**src/design/pct_pkg.sv**
```systemverilog
package pct_pkg;
	localparam int CLK_HZ = 25_000_000;
	localparam int LOGIC_CYCLE_US = 10_000;
	localparam int TICK_CLKS = LOGIC_CYCLE_US * (CLK_HZ / 1_000_000);
	localparam int HALF_S_US = 500_000;
	localparam int HALF_S_TICKS = HALF_S_US / LOGIC_CYCLE_US;
	localparam int TW = 17;
	localparam int CW = 16;
	localparam int NTIMER = 5;
	localparam int STD_UNIT_US = 10_000;
	localparam int STD_MIN_US = 10_000;
	localparam int STD_MAX_MS = 1_098_300;
	localparam logic [16:0] STD_MIN = 17'(STD_MIN_US / STD_UNIT_US);
	localparam logic [16:0] STD_MAX = 17'(STD_MAX_MS * 1000 / STD_UNIT_US);
	localparam int LONG_MIN_MS = 500;
	localparam int LONG_MAX_S = 54_915;
	localparam int LONG_FINE_MAX_S = 3000;
	localparam int LONG_COARSE_S = 5;
	localparam int HALF_PER_S = 1_000_000 / HALF_S_US;
	localparam logic [16:0] LONG_MIN = 17'(LONG_MIN_MS * 1000 / HALF_S_US);
	localparam logic [16:0] LONG_MAX = 17'(LONG_MAX_S * HALF_PER_S);
	localparam logic [16:0] LONG_FINE_MAX = 17'(LONG_FINE_MAX_S * HALF_PER_S);
	localparam logic [16:0] LONG_COARSE = 17'(LONG_COARSE_S * HALF_PER_S);
	localparam logic [1:0] AUTO_PULSE_CYCLES = 2'h2;
	localparam int T_MONO = 0;
	localparam int T_MONOB = 1;
	localparam int T_PMC = 2;
	localparam int T_DLY = 3;
	localparam int T_LDLY = 4;
	localparam logic [7:0] ADR_CFG = 8'h00;
	localparam logic [7:0] ADR_CNT_PRESET = 8'h04;
	localparam logic [7:0] ADR_CNT_THRESH = 8'h08;
	localparam logic [7:0] ADR_TIME_THRESH = 8'h0C;
	localparam logic [7:0] ADR_STATUS = 8'h10;
	localparam logic [7:0] ADR_COUNT = 8'h14;
	localparam logic [7:0] ADR_TVALUE = 8'h18;
	localparam logic [7:0] ADR_DUR0 = 8'h20;
	localparam logic [7:0] ADR_DUR_LAST = 8'h30;
	localparam logic [14:0] CFG_RST = 15'h54B0;
	localparam logic [15:0] PRESET_RST = 16'h0006;
	localparam logic [15:0] CTHRESH_RST = 16'h0000;
	localparam logic [16:0] TTHRESH_RST = 17'h00000;
	localparam logic [16:0] DUR_RST = 17'h00001;

	typedef enum logic [1:0] {MODE_AUTO, MODE_MANUAL, MODE_COMBINED} cnt_mode_type;

	typedef struct packed {
		logic ldly_value_en;
		logic ldly_retrig;
		logic ldly_rise;
		logic dly_retrig;
		logic dly_rise;
		logic pmc_retrig;
		logic monob_retrig;
		logic monob_rise;
		logic mono_retrig;
		logic mono_rise;
		logic cnt_status_en;
		logic cnt_double;
		logic decrement_select;
		logic [1:0] cnt_mode;
	} cfg_type;

	typedef struct packed {
		logic cyc;
		logic stb;
		logic we;
		logic [7:0] adr;
		logic [31:0] dat;
		logic [3:0] sel;
	} wb_req_type;

	typedef struct packed {
		logic [31:0] dat;
		logic ack;
	} wb_rsp_type;

	typedef struct packed {
		logic cnt_in;
		logic clear_in;
		logic mono_in;
		logic monob_in;
		logic pmc_in;
		logic dly_in;
		logic ldly_in;
	} sig_in_type;

	typedef struct packed {
		logic cnt_q;
		logic cnt_ge;
		logic mono_q;
		logic monob_q;
		logic pmc_q;
		logic dly_q;
		logic ldly_q;
		logic time_ge;
	} sig_out_type;
endpackage

```
**src/design/pulse_counter_and_timers.sv**
```systemverilog
// Summary of operation
// - Counter offers automatic, manual and manual-plus-automatic modes.
// - Automatic mode pulses the output for two logic cycles at the count.
// - Manual mode latches output high at the count until clear.
// - Combined mode pulses one logic cycle; clear returns the count to zero, or to the preset when decrementing.
// - Decrement option makes each counted edge decrement the count.
// - Double-edge option counts both edges, else rising edges only.
// - Status option puts the live count on the count value output.
// - Count check is high when count value is at or above threshold.
// - Standard timers accept durations from 10 ms to 1,098.3 s.
// - Rising monostable goes high for the duration, extended while input high.
// - Falling monostable goes low for the duration, extended while input low.
// - Retrigger restarts both monostables on every input change.
// - Non-extendable monostable without retrigger never stays active beyond its duration.
// - Passing contact passes a high input, cut by duration or falling edge.
// - Retriggered passing contact ignores falls and restarts on rising edges.
// - Switch-on delay rises after the duration while input stays high.
// - Off delay rises at input rise, falls at expiry only if input low.
// - Retrigger restarts delay and long delay on every input change.
// - Long delay spans 0.5 s to 54,915 s, coarse 5 s steps above 3000 s.
// - Timer value option exports the long delay elapsed time.
// - Time check is high when timer value is at or above threshold.
`timescale 1ns/100ps
module delay_stage #(
	parameter int TW = pct_pkg::TW
) (
	input wire logic clk,
	input wire logic rst_n,
	input wire logic tick,
	input wire logic step,
	input wire logic in_now,
	input wire logic in_prev,
	input wire logic rise_mode,
	input wire logic retrig,
	input wire logic [TW-1:0] dur,
	output logic out_q,
	output logic [TW-1:0] el_q
);
	logic run_q;
	logic chg;
	logic up;
	logic down;
	logic start;
	logic expire;

	assign chg = tick && (in_now != in_prev);
	assign up = chg && in_now;
	assign down = chg && !in_now;
	assign start = (rise_mode ? up : down) || (retrig && chg);
	assign expire = run_q && step && !start && (el_q + TW'(1) >= dur);

	always_ff @(posedge clk) begin
		if (!rst_n) begin
			run_q <= 1'b0;
			el_q <= '0;
		end else if (start) begin
			run_q <= 1'b1;
			el_q <= '0;
		end else if (rise_mode && down) begin
			run_q <= 1'b0;
			el_q <= '0;
		end else if (expire) begin
			run_q <= 1'b0;
			el_q <= el_q + TW'(1);
		end else if (run_q && step) begin
			el_q <= el_q + TW'(1);
		end
	end

	always_ff @(posedge clk) begin
		if (!rst_n) begin
			out_q <= 1'b0;
		end else if (rise_mode) begin
			if (tick) begin
				out_q <= in_now && !start && (expire || out_q);
			end
		end else if (up) begin
			out_q <= 1'b1;
		end else if (expire && !in_now) begin
			out_q <= 1'b0;
		end
	end
endmodule

module pulse_counter_and_timers #(
	parameter int TICK_CLKS = pct_pkg::TICK_CLKS,
	parameter int HALF_TICKS = pct_pkg::HALF_S_TICKS,
	parameter int CW = pct_pkg::CW
) (
	input wire logic clk,
	input wire logic rst_n,
	input wire pct_pkg::wb_req_type wb_req,
	output pct_pkg::wb_rsp_type wb_rsp,
	input wire pct_pkg::sig_in_type sig_in,
	output pct_pkg::sig_out_type sig_out,
	output logic [CW-1:0] count_value,
	output logic [pct_pkg::TW-1:0] timer_value
);
	localparam int TW = pct_pkg::TW;

	pct_pkg::cfg_type cfg_q;
	pct_pkg::cnt_mode_type mode_c;
	pct_pkg::sig_in_type prev_q;
	logic [CW-1:0] preset_q;
	logic [CW-1:0] cthresh_q;
	logic [TW-1:0] tthresh_q;
	logic [TW-1:0] dur_q [pct_pkg::NTIMER];
	logic [31:0] tick_cnt_q;
	logic [15:0] half_cnt_q;
	logic tick;
	logic half_step;
	logic ack_q;
	logic [31:0] rdat_q;
	logic [31:0] rd_c;
	logic [31:0] wd;
	logic aligned;
	logic dur_sel;
	logic [2:0] dur_idx;
	logic wr;
	logic [CW-1:0] count_q;
	logic [CW-1:0] nxt_cnt;
	logic [CW-1:0] start_val;
	logic [CW-1:0] target;
	logic cnt_edge;
	logic cnt_hit;
	logic clr;
	logic cnt_out_q;
	logic [1:0] pulse_q;
	logic [CW-1:0] cval_q;
	logic [TW-1:0] tval_q;
	logic cnt_ge_q;
	logic time_ge_q;
	logic [1:0] mono_q;
	logic pmc_run_q;
	logic pmc_out_q;
	logic [TW-1:0] pmc_el_q;
	logic pmc_up;
	logic pmc_down;
	logic pmc_exp;
	logic dly_out;
	logic ldly_out;
	logic [TW-1:0] ldly_el;

	function automatic logic [TW-1:0] clamp_std(input logic [TW-1:0] v);
		logic [TW-1:0] r;
		r = v;
		if (v < pct_pkg::STD_MIN) begin
			r = pct_pkg::STD_MIN;
		end else if (v > pct_pkg::STD_MAX) begin
			r = pct_pkg::STD_MAX;
		end
		return r;
	endfunction

	function automatic logic [TW-1:0] clamp_long(input logic [TW-1:0] v);
		logic [TW-1:0] r;
		r = v;
		if (v < pct_pkg::LONG_MIN) begin
			r = pct_pkg::LONG_MIN;
		end else if (v > pct_pkg::LONG_MAX) begin
			r = pct_pkg::LONG_MAX;
		end
		if (r > pct_pkg::LONG_FINE_MAX) begin
			r = r - (r % pct_pkg::LONG_COARSE);
		end
		return r;
	endfunction

	function automatic logic [31:0] merge(input logic [31:0] old,
		input pct_pkg::wb_req_type r);
		logic [31:0] m;
		m = old;
		for (int i = 0; i < 4; i++) begin
			if (r.sel[i]) begin
				m[i*8 +: 8] = r.dat[i*8 +: 8];
			end
		end
		return m;
	endfunction

	// ----------------------------------------------------------------
	// Logic cycle timebase.
	// ----------------------------------------------------------------
	assign tick = tick_cnt_q == 32'(TICK_CLKS - 1);
	assign half_step = tick && half_cnt_q == 16'(HALF_TICKS - 1);

	always_ff @(posedge clk) begin
		if (!rst_n || tick) begin
			tick_cnt_q <= '0;
		end else begin
			tick_cnt_q <= tick_cnt_q + 32'h00000001;
		end
	end

	always_ff @(posedge clk) begin
		if (!rst_n || half_step) begin
			half_cnt_q <= '0;
		end else if (tick) begin
			half_cnt_q <= half_cnt_q + 16'h0001;
		end
	end

	always_ff @(posedge clk) begin
		if (!rst_n) begin
			prev_q <= '0;
		end else if (tick) begin
			prev_q <= sig_in;
		end
	end

	// ----------------------------------------------------------------
	// Register bus.
	// ----------------------------------------------------------------
	assign aligned = wb_req.adr[1:0] == 2'h0;
	assign dur_sel = aligned && wb_req.adr >= pct_pkg::ADR_DUR0 &&
		wb_req.adr <= pct_pkg::ADR_DUR_LAST;
	assign dur_idx = 3'((wb_req.adr - pct_pkg::ADR_DUR0) >> 2);
	assign wr = wb_req.cyc && wb_req.stb && wb_req.we && ack_q;
	assign wd = merge(rd_c, wb_req);

	always_comb begin
		rd_c = '0;
		if (!aligned) begin
			rd_c = '0;
		end else if (wb_req.adr == pct_pkg::ADR_CFG) begin
			rd_c = 32'(cfg_q);
		end else if (wb_req.adr == pct_pkg::ADR_CNT_PRESET) begin
			rd_c = 32'(preset_q);
		end else if (wb_req.adr == pct_pkg::ADR_CNT_THRESH) begin
			rd_c = 32'(cthresh_q);
		end else if (wb_req.adr == pct_pkg::ADR_TIME_THRESH) begin
			rd_c = 32'(tthresh_q);
		end else if (wb_req.adr == pct_pkg::ADR_STATUS) begin
			rd_c = 32'(sig_out);
		end else if (wb_req.adr == pct_pkg::ADR_COUNT) begin
			rd_c = 32'(count_q);
		end else if (wb_req.adr == pct_pkg::ADR_TVALUE) begin
			rd_c = 32'(ldly_el);
		end else if (dur_sel) begin
			rd_c = 32'(dur_q[dur_idx]);
		end
	end

	always_ff @(posedge clk) begin
		if (!rst_n) begin
			ack_q <= 1'b0;
			rdat_q <= '0;
		end else begin
			ack_q <= wb_req.cyc && wb_req.stb && !ack_q;
			rdat_q <= rd_c;
		end
	end

	assign wb_rsp.ack = ack_q;
	assign wb_rsp.dat = rdat_q;

	always_ff @(posedge clk) begin
		if (!rst_n) begin
			cfg_q <= pct_pkg::cfg_type'(pct_pkg::CFG_RST);
			preset_q <= pct_pkg::PRESET_RST;
			cthresh_q <= pct_pkg::CTHRESH_RST;
			tthresh_q <= pct_pkg::TTHRESH_RST;
			for (int i = 0; i < pct_pkg::NTIMER; i++) begin
				dur_q[i] <= pct_pkg::DUR_RST;
			end
		end else if (wr && aligned) begin
			if (wb_req.adr == pct_pkg::ADR_CFG) begin
				cfg_q <= pct_pkg::cfg_type'(wd[14:0]);
			end else if (wb_req.adr == pct_pkg::ADR_CNT_PRESET) begin
				preset_q <= wd[CW-1:0];
			end else if (wb_req.adr == pct_pkg::ADR_CNT_THRESH) begin
				cthresh_q <= wd[CW-1:0];
			end else if (wb_req.adr == pct_pkg::ADR_TIME_THRESH) begin
				tthresh_q <= wd[TW-1:0];
			end else if (dur_sel && dur_idx == 3'(pct_pkg::T_LDLY)) begin
				dur_q[dur_idx] <= clamp_long(wd[TW-1:0]);
			end else if (dur_sel) begin
				dur_q[dur_idx] <= clamp_std(wd[TW-1:0]);
			end
		end
	end

	// ----------------------------------------------------------------
	// Pulse counter.
	// ----------------------------------------------------------------
	assign mode_c = pct_pkg::cnt_mode_type'(cfg_q.cnt_mode);
	assign start_val = cfg_q.decrement_select ? preset_q : '0;
	assign target = cfg_q.decrement_select ? '0 : preset_q;
	assign nxt_cnt = cfg_q.decrement_select ? count_q - CW'(1) :
		count_q + CW'(1);
	assign cnt_edge = tick && ((sig_in.cnt_in && !prev_q.cnt_in) ||
		(cfg_q.cnt_double && !sig_in.cnt_in && prev_q.cnt_in));
	assign cnt_hit = cnt_edge && nxt_cnt == target;
	assign clr = tick && sig_in.clear_in && mode_c != pct_pkg::MODE_AUTO;

	always_ff @(posedge clk) begin
		if (!rst_n) begin
			count_q <= '0;
		end else if (clr || cnt_hit) begin
			count_q <= start_val;
		end else if (cnt_edge) begin
			count_q <= nxt_cnt;
		end
	end

	always_ff @(posedge clk) begin
		if (!rst_n) begin
			cnt_out_q <= 1'b0;
			pulse_q <= '0;
		end else if (tick) begin
			case (mode_c)
				pct_pkg::MODE_MANUAL: begin
					if (clr) begin
						cnt_out_q <= 1'b0;
					end else if (cnt_hit) begin
						cnt_out_q <= 1'b1;
					end
				end
				pct_pkg::MODE_COMBINED: begin
					cnt_out_q <= cnt_hit;
				end
				default: begin
					if (cnt_hit) begin
						cnt_out_q <= 1'b1;
						pulse_q <= pct_pkg::AUTO_PULSE_CYCLES - 2'h1;
					end else if (pulse_q != 2'h0) begin
						pulse_q <= pulse_q - 2'h1;
					end else begin
						cnt_out_q <= 1'b0;
					end
				end
			endcase
		end
	end

	// ----------------------------------------------------------------
	// Value outputs and threshold checks.
	// ----------------------------------------------------------------
	always_ff @(posedge clk) begin
		if (!rst_n) begin
			cval_q <= '0;
			tval_q <= '0;
			cnt_ge_q <= 1'b0;
			time_ge_q <= 1'b0;
		end else if (tick) begin
			cval_q <= cfg_q.cnt_status_en ? count_q : '0;
			tval_q <= cfg_q.ldly_value_en ? ldly_el : '0;
			cnt_ge_q <= cval_q >= cthresh_q;
			time_ge_q <= tval_q >= tthresh_q;
		end
	end

	assign count_value = cval_q;
	assign timer_value = tval_q;

	// ----------------------------------------------------------------
	// Monostables, the second one non-extendable.
	// ----------------------------------------------------------------
	for (genvar i = 0; i < 2; i++) begin : g_mono
		logic in_now;
		logic in_prev;
		logic rise_cfg;
		logic retrig_cfg;
		logic trig_now;
		logic trig_prev;
		logic start;
		logic expire;
		logic act;
		logic run_q;
		logic [TW-1:0] el_q;

		assign in_now = i == 0 ? sig_in.mono_in : sig_in.monob_in;
		assign in_prev = i == 0 ? prev_q.mono_in : prev_q.monob_in;
		assign rise_cfg = i == 0 ? cfg_q.mono_rise : cfg_q.monob_rise;
		assign retrig_cfg = i == 0 ? cfg_q.mono_retrig : cfg_q.monob_retrig;
		assign trig_now = in_now ^ !rise_cfg;
		assign trig_prev = in_prev ^ !rise_cfg;
		assign start = retrig_cfg ? (tick && in_now != in_prev) :
			(tick && trig_now && !trig_prev && (i == 0 || !run_q));
		assign expire = run_q && tick && !start &&
			(el_q + TW'(1) >= dur_q[i]);
		assign act = start || (run_q && !expire) ||
			(i == 0 && trig_now);

		always_ff @(posedge clk) begin
			if (!rst_n) begin
				run_q <= 1'b0;
				el_q <= '0;
			end else if (start) begin
				run_q <= 1'b1;
				el_q <= '0;
			end else if (expire) begin
				run_q <= 1'b0;
			end else if (run_q && tick) begin
				el_q <= el_q + TW'(1);
			end
		end

		always_ff @(posedge clk) begin
			if (!rst_n) begin
				mono_q[i] <= 1'b0;
			end else if (tick) begin
				mono_q[i] <= rise_cfg ? act : !act;
			end
		end
	end

	// ----------------------------------------------------------------
	// Passing make contact.
	// ----------------------------------------------------------------
	assign pmc_up = tick && sig_in.pmc_in && !prev_q.pmc_in;
	assign pmc_down = tick && !sig_in.pmc_in && prev_q.pmc_in &&
		!cfg_q.pmc_retrig;
	assign pmc_exp = pmc_run_q && tick && !pmc_up &&
		(pmc_el_q + TW'(1) >= dur_q[pct_pkg::T_PMC]);

	always_ff @(posedge clk) begin
		if (!rst_n) begin
			pmc_run_q <= 1'b0;
			pmc_el_q <= '0;
		end else if (pmc_up) begin
			pmc_run_q <= 1'b1;
			pmc_el_q <= '0;
		end else if (pmc_down || pmc_exp) begin
			pmc_run_q <= 1'b0;
		end else if (pmc_run_q && tick) begin
			pmc_el_q <= pmc_el_q + TW'(1);
		end
	end

	always_ff @(posedge clk) begin
		if (!rst_n) begin
			pmc_out_q <= 1'b0;
		end else if (tick) begin
			pmc_out_q <= pmc_up || (pmc_run_q && !pmc_exp && !pmc_down);
		end
	end

	// ----------------------------------------------------------------
	// Delay and long delay.
	// ----------------------------------------------------------------
	delay_stage #(.TW(TW)) u_dly (
		.clk(clk),
		.rst_n(rst_n),
		.tick(tick),
		.step(tick),
		.in_now(sig_in.dly_in),
		.in_prev(prev_q.dly_in),
		.rise_mode(cfg_q.dly_rise),
		.retrig(cfg_q.dly_retrig),
		.dur(dur_q[pct_pkg::T_DLY]),
		.out_q(dly_out),
		.el_q()
	);

	delay_stage #(.TW(TW)) u_ldly (
		.clk(clk),
		.rst_n(rst_n),
		.tick(tick),
		.step(half_step),
		.in_now(sig_in.ldly_in),
		.in_prev(prev_q.ldly_in),
		.rise_mode(cfg_q.ldly_rise),
		.retrig(cfg_q.ldly_retrig),
		.dur(dur_q[pct_pkg::T_LDLY]),
		.out_q(ldly_out),
		.el_q(ldly_el)
	);

	assign sig_out.cnt_q = cnt_out_q;
	assign sig_out.cnt_ge = cnt_ge_q;
	assign sig_out.mono_q = mono_q[0];
	assign sig_out.monob_q = mono_q[1];
	assign sig_out.pmc_q = pmc_out_q;
	assign sig_out.dly_q = dly_out;
	assign sig_out.ldly_q = ldly_out;
	assign sig_out.time_ge = time_ge_q;
endmodule

```
**config.mk**
```make
export PLATFORM = sky130hd
export DESIGN_NAME = pulse_counter_and_timers
export DESIGN_NICKNAME = d
export VERILOG_FILES = /design/src/design/pct_pkg.sv /design/src/design/pulse_counter_and_timers.sv
export SDC_FILE = /design/constraint.sdc
export NUM_CORES = 1
export LEC_CHECK = 0
export ABC_AREA = 1
export BUFFER_PORTS_ARGS = -buffer_cell sky130_fd_sc_hd__buf_4
export CAP_MARGIN = 25
export CORE_UTILIZATION = 65
export CTS_CLUSTER_SIZE = 40
export DETAILED_ROUTE_END_ITERATION = 12
export GPL_ROUTABILITY_DRIVEN = 1
export GPL_TIMING_DRIVEN = 0
export PLACE_DENSITY = 0.84
export SYNTH_ARGS = -nofsm -noshare
export SYNTH_HDL_FRONTEND = slang
export SYNTH_SLANG_ARGS = --single-unit
```
**constraint.sdc**
```tcl
create_clock -name clk -period 22.7 [get_ports clk]
set_input_delay 2.27 -clock clk [delete_from_list [all_inputs] [get_ports clk]]
set_output_delay 2.27 -clock clk [all_outputs]
set_load 0.05 [all_outputs]
```
Word-level counts from Yosys, hierarchy flattened
Memory sizes are Yosys's and may differ from the RTL's.
Cells that the tools add are included.
W data, S select, Z words.
{"block": "op_classes", "n_eq_ne": 20, "bitwise": 14, "n_lt_le_gt_ge": 12, "muxes": 103, "n_addsub": 12, "reduce_logical": 135, "n_div": 1}
{"operator": "$mux W17", "n": 41}
{"operator": "$ge A17 B17 Y1", "n": 6}
{"operator": "$mux W16", "n": 6}
{"operator": "$add A17 B1 Y17 const B", "n": 5}
{"operator": "$logic_and A1 B1 Y1", "n": 63}
{"operator": "$mux W1", "n": 50}
{"operator": "$add A16 B1 Y16 const B", "n": 2}
{"operator": "$add A32 B1 Y32 const B", "n": 1}
{"operator": "$eq A32 B18 Y1 const B", "n": 1}
{"operator": "$logic_not A1 Y1", "n": 25}
{"operator": "$eq A8 B5 Y1 const B", "n": 3}
{"operator": "$reduce_bool A2 Y1", "n": 9}
{"operator": "$gt A17 B13 Y1 const B", "n": 1}
{"operator": "$gt A17 B17 Y1 const B", "n": 1}
{"operator": "$lt A17 B1 Y1 const B", "n": 1}
{"operator": "$mod A17 B4 Y17 const B", "n": 1}
{"operator": "$reduce_or A17 Y1", "n": 1}
{"operator": "$sub A17 B17 Y17", "n": 1}
{"operator": "$eq A16 B16 Y1", "n": 1}
{"operator": "$eq A16 B6 Y1 const B", "n": 1}
{"operator": "$eq A8 B4 Y1 const B", "n": 2}
{"operator": "$ge A16 B16 Y1", "n": 1}
{"operator": "$mux W8", "n": 2}
{"operator": "$sub A16 B1 Y16 const B", "n": 1}
{"operator": "other kinds (29)", "n": 71}
{"block": "word_totals", "inputBits": 56, "n_memories": 1, "word_cells": 348, "ram_bits": 85, "output_inout_bits": 74, "ff_bits": 300}
{"memory": "dur_q", "words": 5, "word_bits": 17, "read_ports": 6, "rd_clocked_by_memory_dff": 0, "wr": 5, "line": "pulse_counter_and_timers.sv:107", "rtl": "logic [TW-1:0] dur_q [pct_pkg::NTIMER];"}

Logic depth before layout (Yosys ltp)
{"block": "depth", "word_depth": 35, "ltp_mapped": 111, "ltp_nobuf": 110}

Hierarchy
A second synthesis with hierarchy kept.
{"block": "unflattened", "cells_unflattened": 3650, "hier_area_um2": 26565.5}
{"mod": "pulse_counter_and_timers", "n_inst": 1, "cells_each": 3156, "seq_area_each_um2": 9028.7, "area_each_um2": 23294.8}
{"mod": "delay_stage", "n_inst": 2, "cells_each": 247, "seq_area_each_um2": 380.4, "area_each_um2": 1635.3}

Worst setup path after synthesis
OpenSTA, ideal clock, no wires.
{"block": "synth_path", "path_type": "input to register", "from": "input port wb_req[38] (netlist name)", "to": "memory dur_q[4][16] (data pin)", "arrival_time_ns": 11.152, "path_stages": 103, "setup_time_ns": 0.151, "path_buffers": 2, "path_slack_ns": 11.397, "required_time_ns": 22.549, "cell_sequence": "buf_6 > nor2_8 > nand2_8 > nand2_2 > nand2_2 > clkinv_4 > buf_8 > nand3_2 > nand4_1 > nand3_1 > nand2_2 > nand2_1 > nor2_2 > nand3_1 > nor2_1 > nand3_2 > nand2_4 > nand2_4 > (+67 left out) > a21oi_1 > o21bai_1 > a21oi_1 > o21bai_1 > a21oi_1 > nor2_1 > nor2_1 > o21ai_0 > a21oi_1 > o21bai_1 > a21oi_1 > inv_1 > a21oi_1 > inv_1 > nand3_1 > nand2_1 > nand3_2 > a21oi_1"}
{"element": "start, declared", "line": "pulse_counter_and_timers.sv:92", "rtl": "input wire pct_pkg::wb_req_type wb_req,"}
{"element": "end, declared", "line": "pulse_counter_and_timers.sv:107"}

==> results.yml <==
timing:
  hold_viol: 0
  fin_skew_ps: 22.79
  rsz0062_at_grt: "false"
  hold-worst-slack_ps: 446.8
  max_slew_margin: 0.2439
  clock.fmax_ghz: 0.07466
  min_period_ps: 13390
  setup_viol: 0
  timing.setup.tns_ps: 0
  worstMarginPinSlew_ps: 1127
  finalCritPeriodShare: 0.5901
  slew_viol_final: 0
routing:
  first_pass_iters: 7
  ant_nets: 0
  wl_per_cell_um: 18.63
  avgViaCountPerCell: 5.847
  drt_iter0_drc: 2909
  drc: 0
  wl_mm: 81.86
  num_vias: 25690
critical_path:
  worst_ep_arrival_time_ps: 13830
  critPathKind: "input pin to register"
  critical_path_required_ps: 23130
  r2r-end: "dur_q[3][14]"
  reg2reg_depth: 89
  startpoint_type: "input pin"
  slowest_stage: "nor2_1"
  end_kind: "register"
  critPathMaxStageDelay_ps: 550
  r2r-start: "dur_q[1][5]"
  crit_top_cell: "nand2_1"
  cp_max_fo: 10
  r2r_slack_ps: 11030
layout:
  drive_gt1_frac: 0.09279
  nFillCells: 3307
  final_common_cell: "nand2_1"
  area_growth_pct: 11.63
  antenna_cells: 0
  stdcell_area_mm2: 0.02932
  nets: 4054
  final_cell_mix: "662 x nand2_1, 544 x inv_1, 362 x nor2_1"
floorplanning:
  die-area_mm2: 0.04122
  start_util: 0.6596
  num_rows: 73
  die_w_um: 203.0
  fp.coreArea_mm2: 0.03982
  io_pins: 130
  fp.dieH_um: 203.0
clocking:
  cts_max_level: 2
  cts_buffers: 46
  cts_root_buffer: "clkbuf_16"
  clk_latency_ps: 590
  ctsHoldBuffers: 0
  cts_tree: "yes"
  cts.sinks: 418
  clk_path_buf_depth: 3
  postCtsSetupBuffers: 0
  path_clk_slew_ps: 60
  cts_resized: 0
grt:
  grt_pass1_vias: 24070
  overflow: 0
  grt_max_degree: 21
  antenna_found_initial: 0
  grt_util_all_layers: 0.3961
  grt_pass1_wl_mm: 127.0
outcome:
  status: "complete, no violations"
synthesis:
  ys.flop_type: "dfxtp_1"
  syn-cell-area_mm2: 0.02627
  ys_ff_latch: 418
  synth_warnings: 0
  postSynthAreaPerCell_um2: 7.247
  ys_seq_area_frac: 0.3692
  synthDistinctLibCells: 72
  netlist_instances: 3625
  async_flop_share: 0
  synth_edf_count: 133
placed_design:
  portBuffers: 93
  hpwl_mm: 62.42
  dpl_cell_area_mm2: 0.02789
  gp_congestion: 1.071
job:
  drv_cap: 0
min_path:
  min_from: "tick_cnt_q[0]"
  hold_depth: 1
  worst_hold_path_type: "register to register"
  holdPathEnd: "tick_cnt_q[0]"
[synthesized netlist by cell type, drive strengths merged, types with 16 or more instances]
cell type  number  area share
nand2         724        0.11
inv           573       0.082
nor2          374       0.057
a21oi         325       0.062
dfxtp         285        0.22
o21ai         247       0.047
nand3         206       0.043
ha            162       0.077
edfxtp        133        0.15
xor2           92       0.031
nor3           78       0.015
clkbuf         73       0.010
nand4          69       0.016
buf            58       0.017
nor4           34      0.0081
or2            20      0.0048
nor3b          18      0.0051
o22ai          18      0.0045
a31oi          17      0.0040
o21bai         17      0.0049
a211oi         16      0.0046
clkinv         16      0.0025
[sequential cells by signal, summed over array words and instances (netlist names), 4 cells and up]
signal and flops:
cfg_q 9, dur_q 133, u_ldly.el_q 17, count_q 16, pmc_el_q 17, tick_cnt_q 32, prev_q 4, half_cnt_q 16
u_dly.el_q 17, timer_value 17, cthresh_q 16, preset_q 16, tthresh_q 17, g_mono.el_q 34, rdat_q 17, count_value 16
[per-layer routing]
layer	vias to the layer above	GRT usage	wire [µm]
met5	-	0	0
met2	1457	0.6111	35520
met3	316	0.1058	10370
li1	12290	-	-
met4	0	0.2167	4897
met1	11630	0.5044	31080
[metrics by stage]
stage / setup WS [ps] / utilization / std cells
2_1_floorplan: 11400 / - / 3687
3_3_place_gp: 8964 / 0.6995 / 4305
3_5_place_dp: 9143 / 0.7003 / 4311
4_1_cts: 9715 / 0.7361 / 4393
5_1_grt: 8424 / 0.7363 / 4394
6_report: 9305 / 0.7363 / 4394
[worst max-delay path by stage]
stage / startpoint / end / slack [ps]
after floorplan: wb_req[38] / dur_q[4][16] / 11400
after detailed placement: wb_req[39] / dur_q[7][13] / 9140
final: wb_req[39] / dur_q[3][14] / 9310
after global routing: wb_req[39] / dur_q[1][14] / 8420
after CTS: wb_req[39] / dur_q[7][13] / 9710
after global placement: wb_req[39] / dur_q[6][12] / 8960
[final cells by class]
type	instances	area, µm²	area share
inverter	589	2225	0.07587
tap	525	656.9	0.02240
buffer	131	708.2	0.02415
sequential	418	9699	0.3308
multi-input combinational	2549	13870	0.4730
clock buffer	64	1303	0.04442
timing repair buffer	100	738.2	0.02517
clock inverter	18	123.9	0.004224
[cells by family (layout without fill, tap and decap cells)]
logic type | count (synthesis) | count (layout) | synth area share
simple gates | 1531 | 1531 | 0.2637
compound gates | 690 | 690 | 0.1434
other cells | 1 | 63 | 0.0001428
xor+xnor | 102 | 102 | 0.03401
flops | 418 | 418 | 0.3692
buf+inv | 720 | 902 | 0.1116
fa+ha+maj | 163 | 163 | 0.07792
[worst max-delay path, delay by kind of cell]
kind                     cells  cell delay (ps)
AND/OR/NAND/NOR             64             6840
buffers and inverters       12             1670
XOR/XNOR                     2              300
adder cells (fa/ha/maj)      2              500
AO/OA/AOI/OAI               11             2140
Power is not shown: default switching activity piles up to over one toggle a cycle in this logic, so the estimate is an artifact.
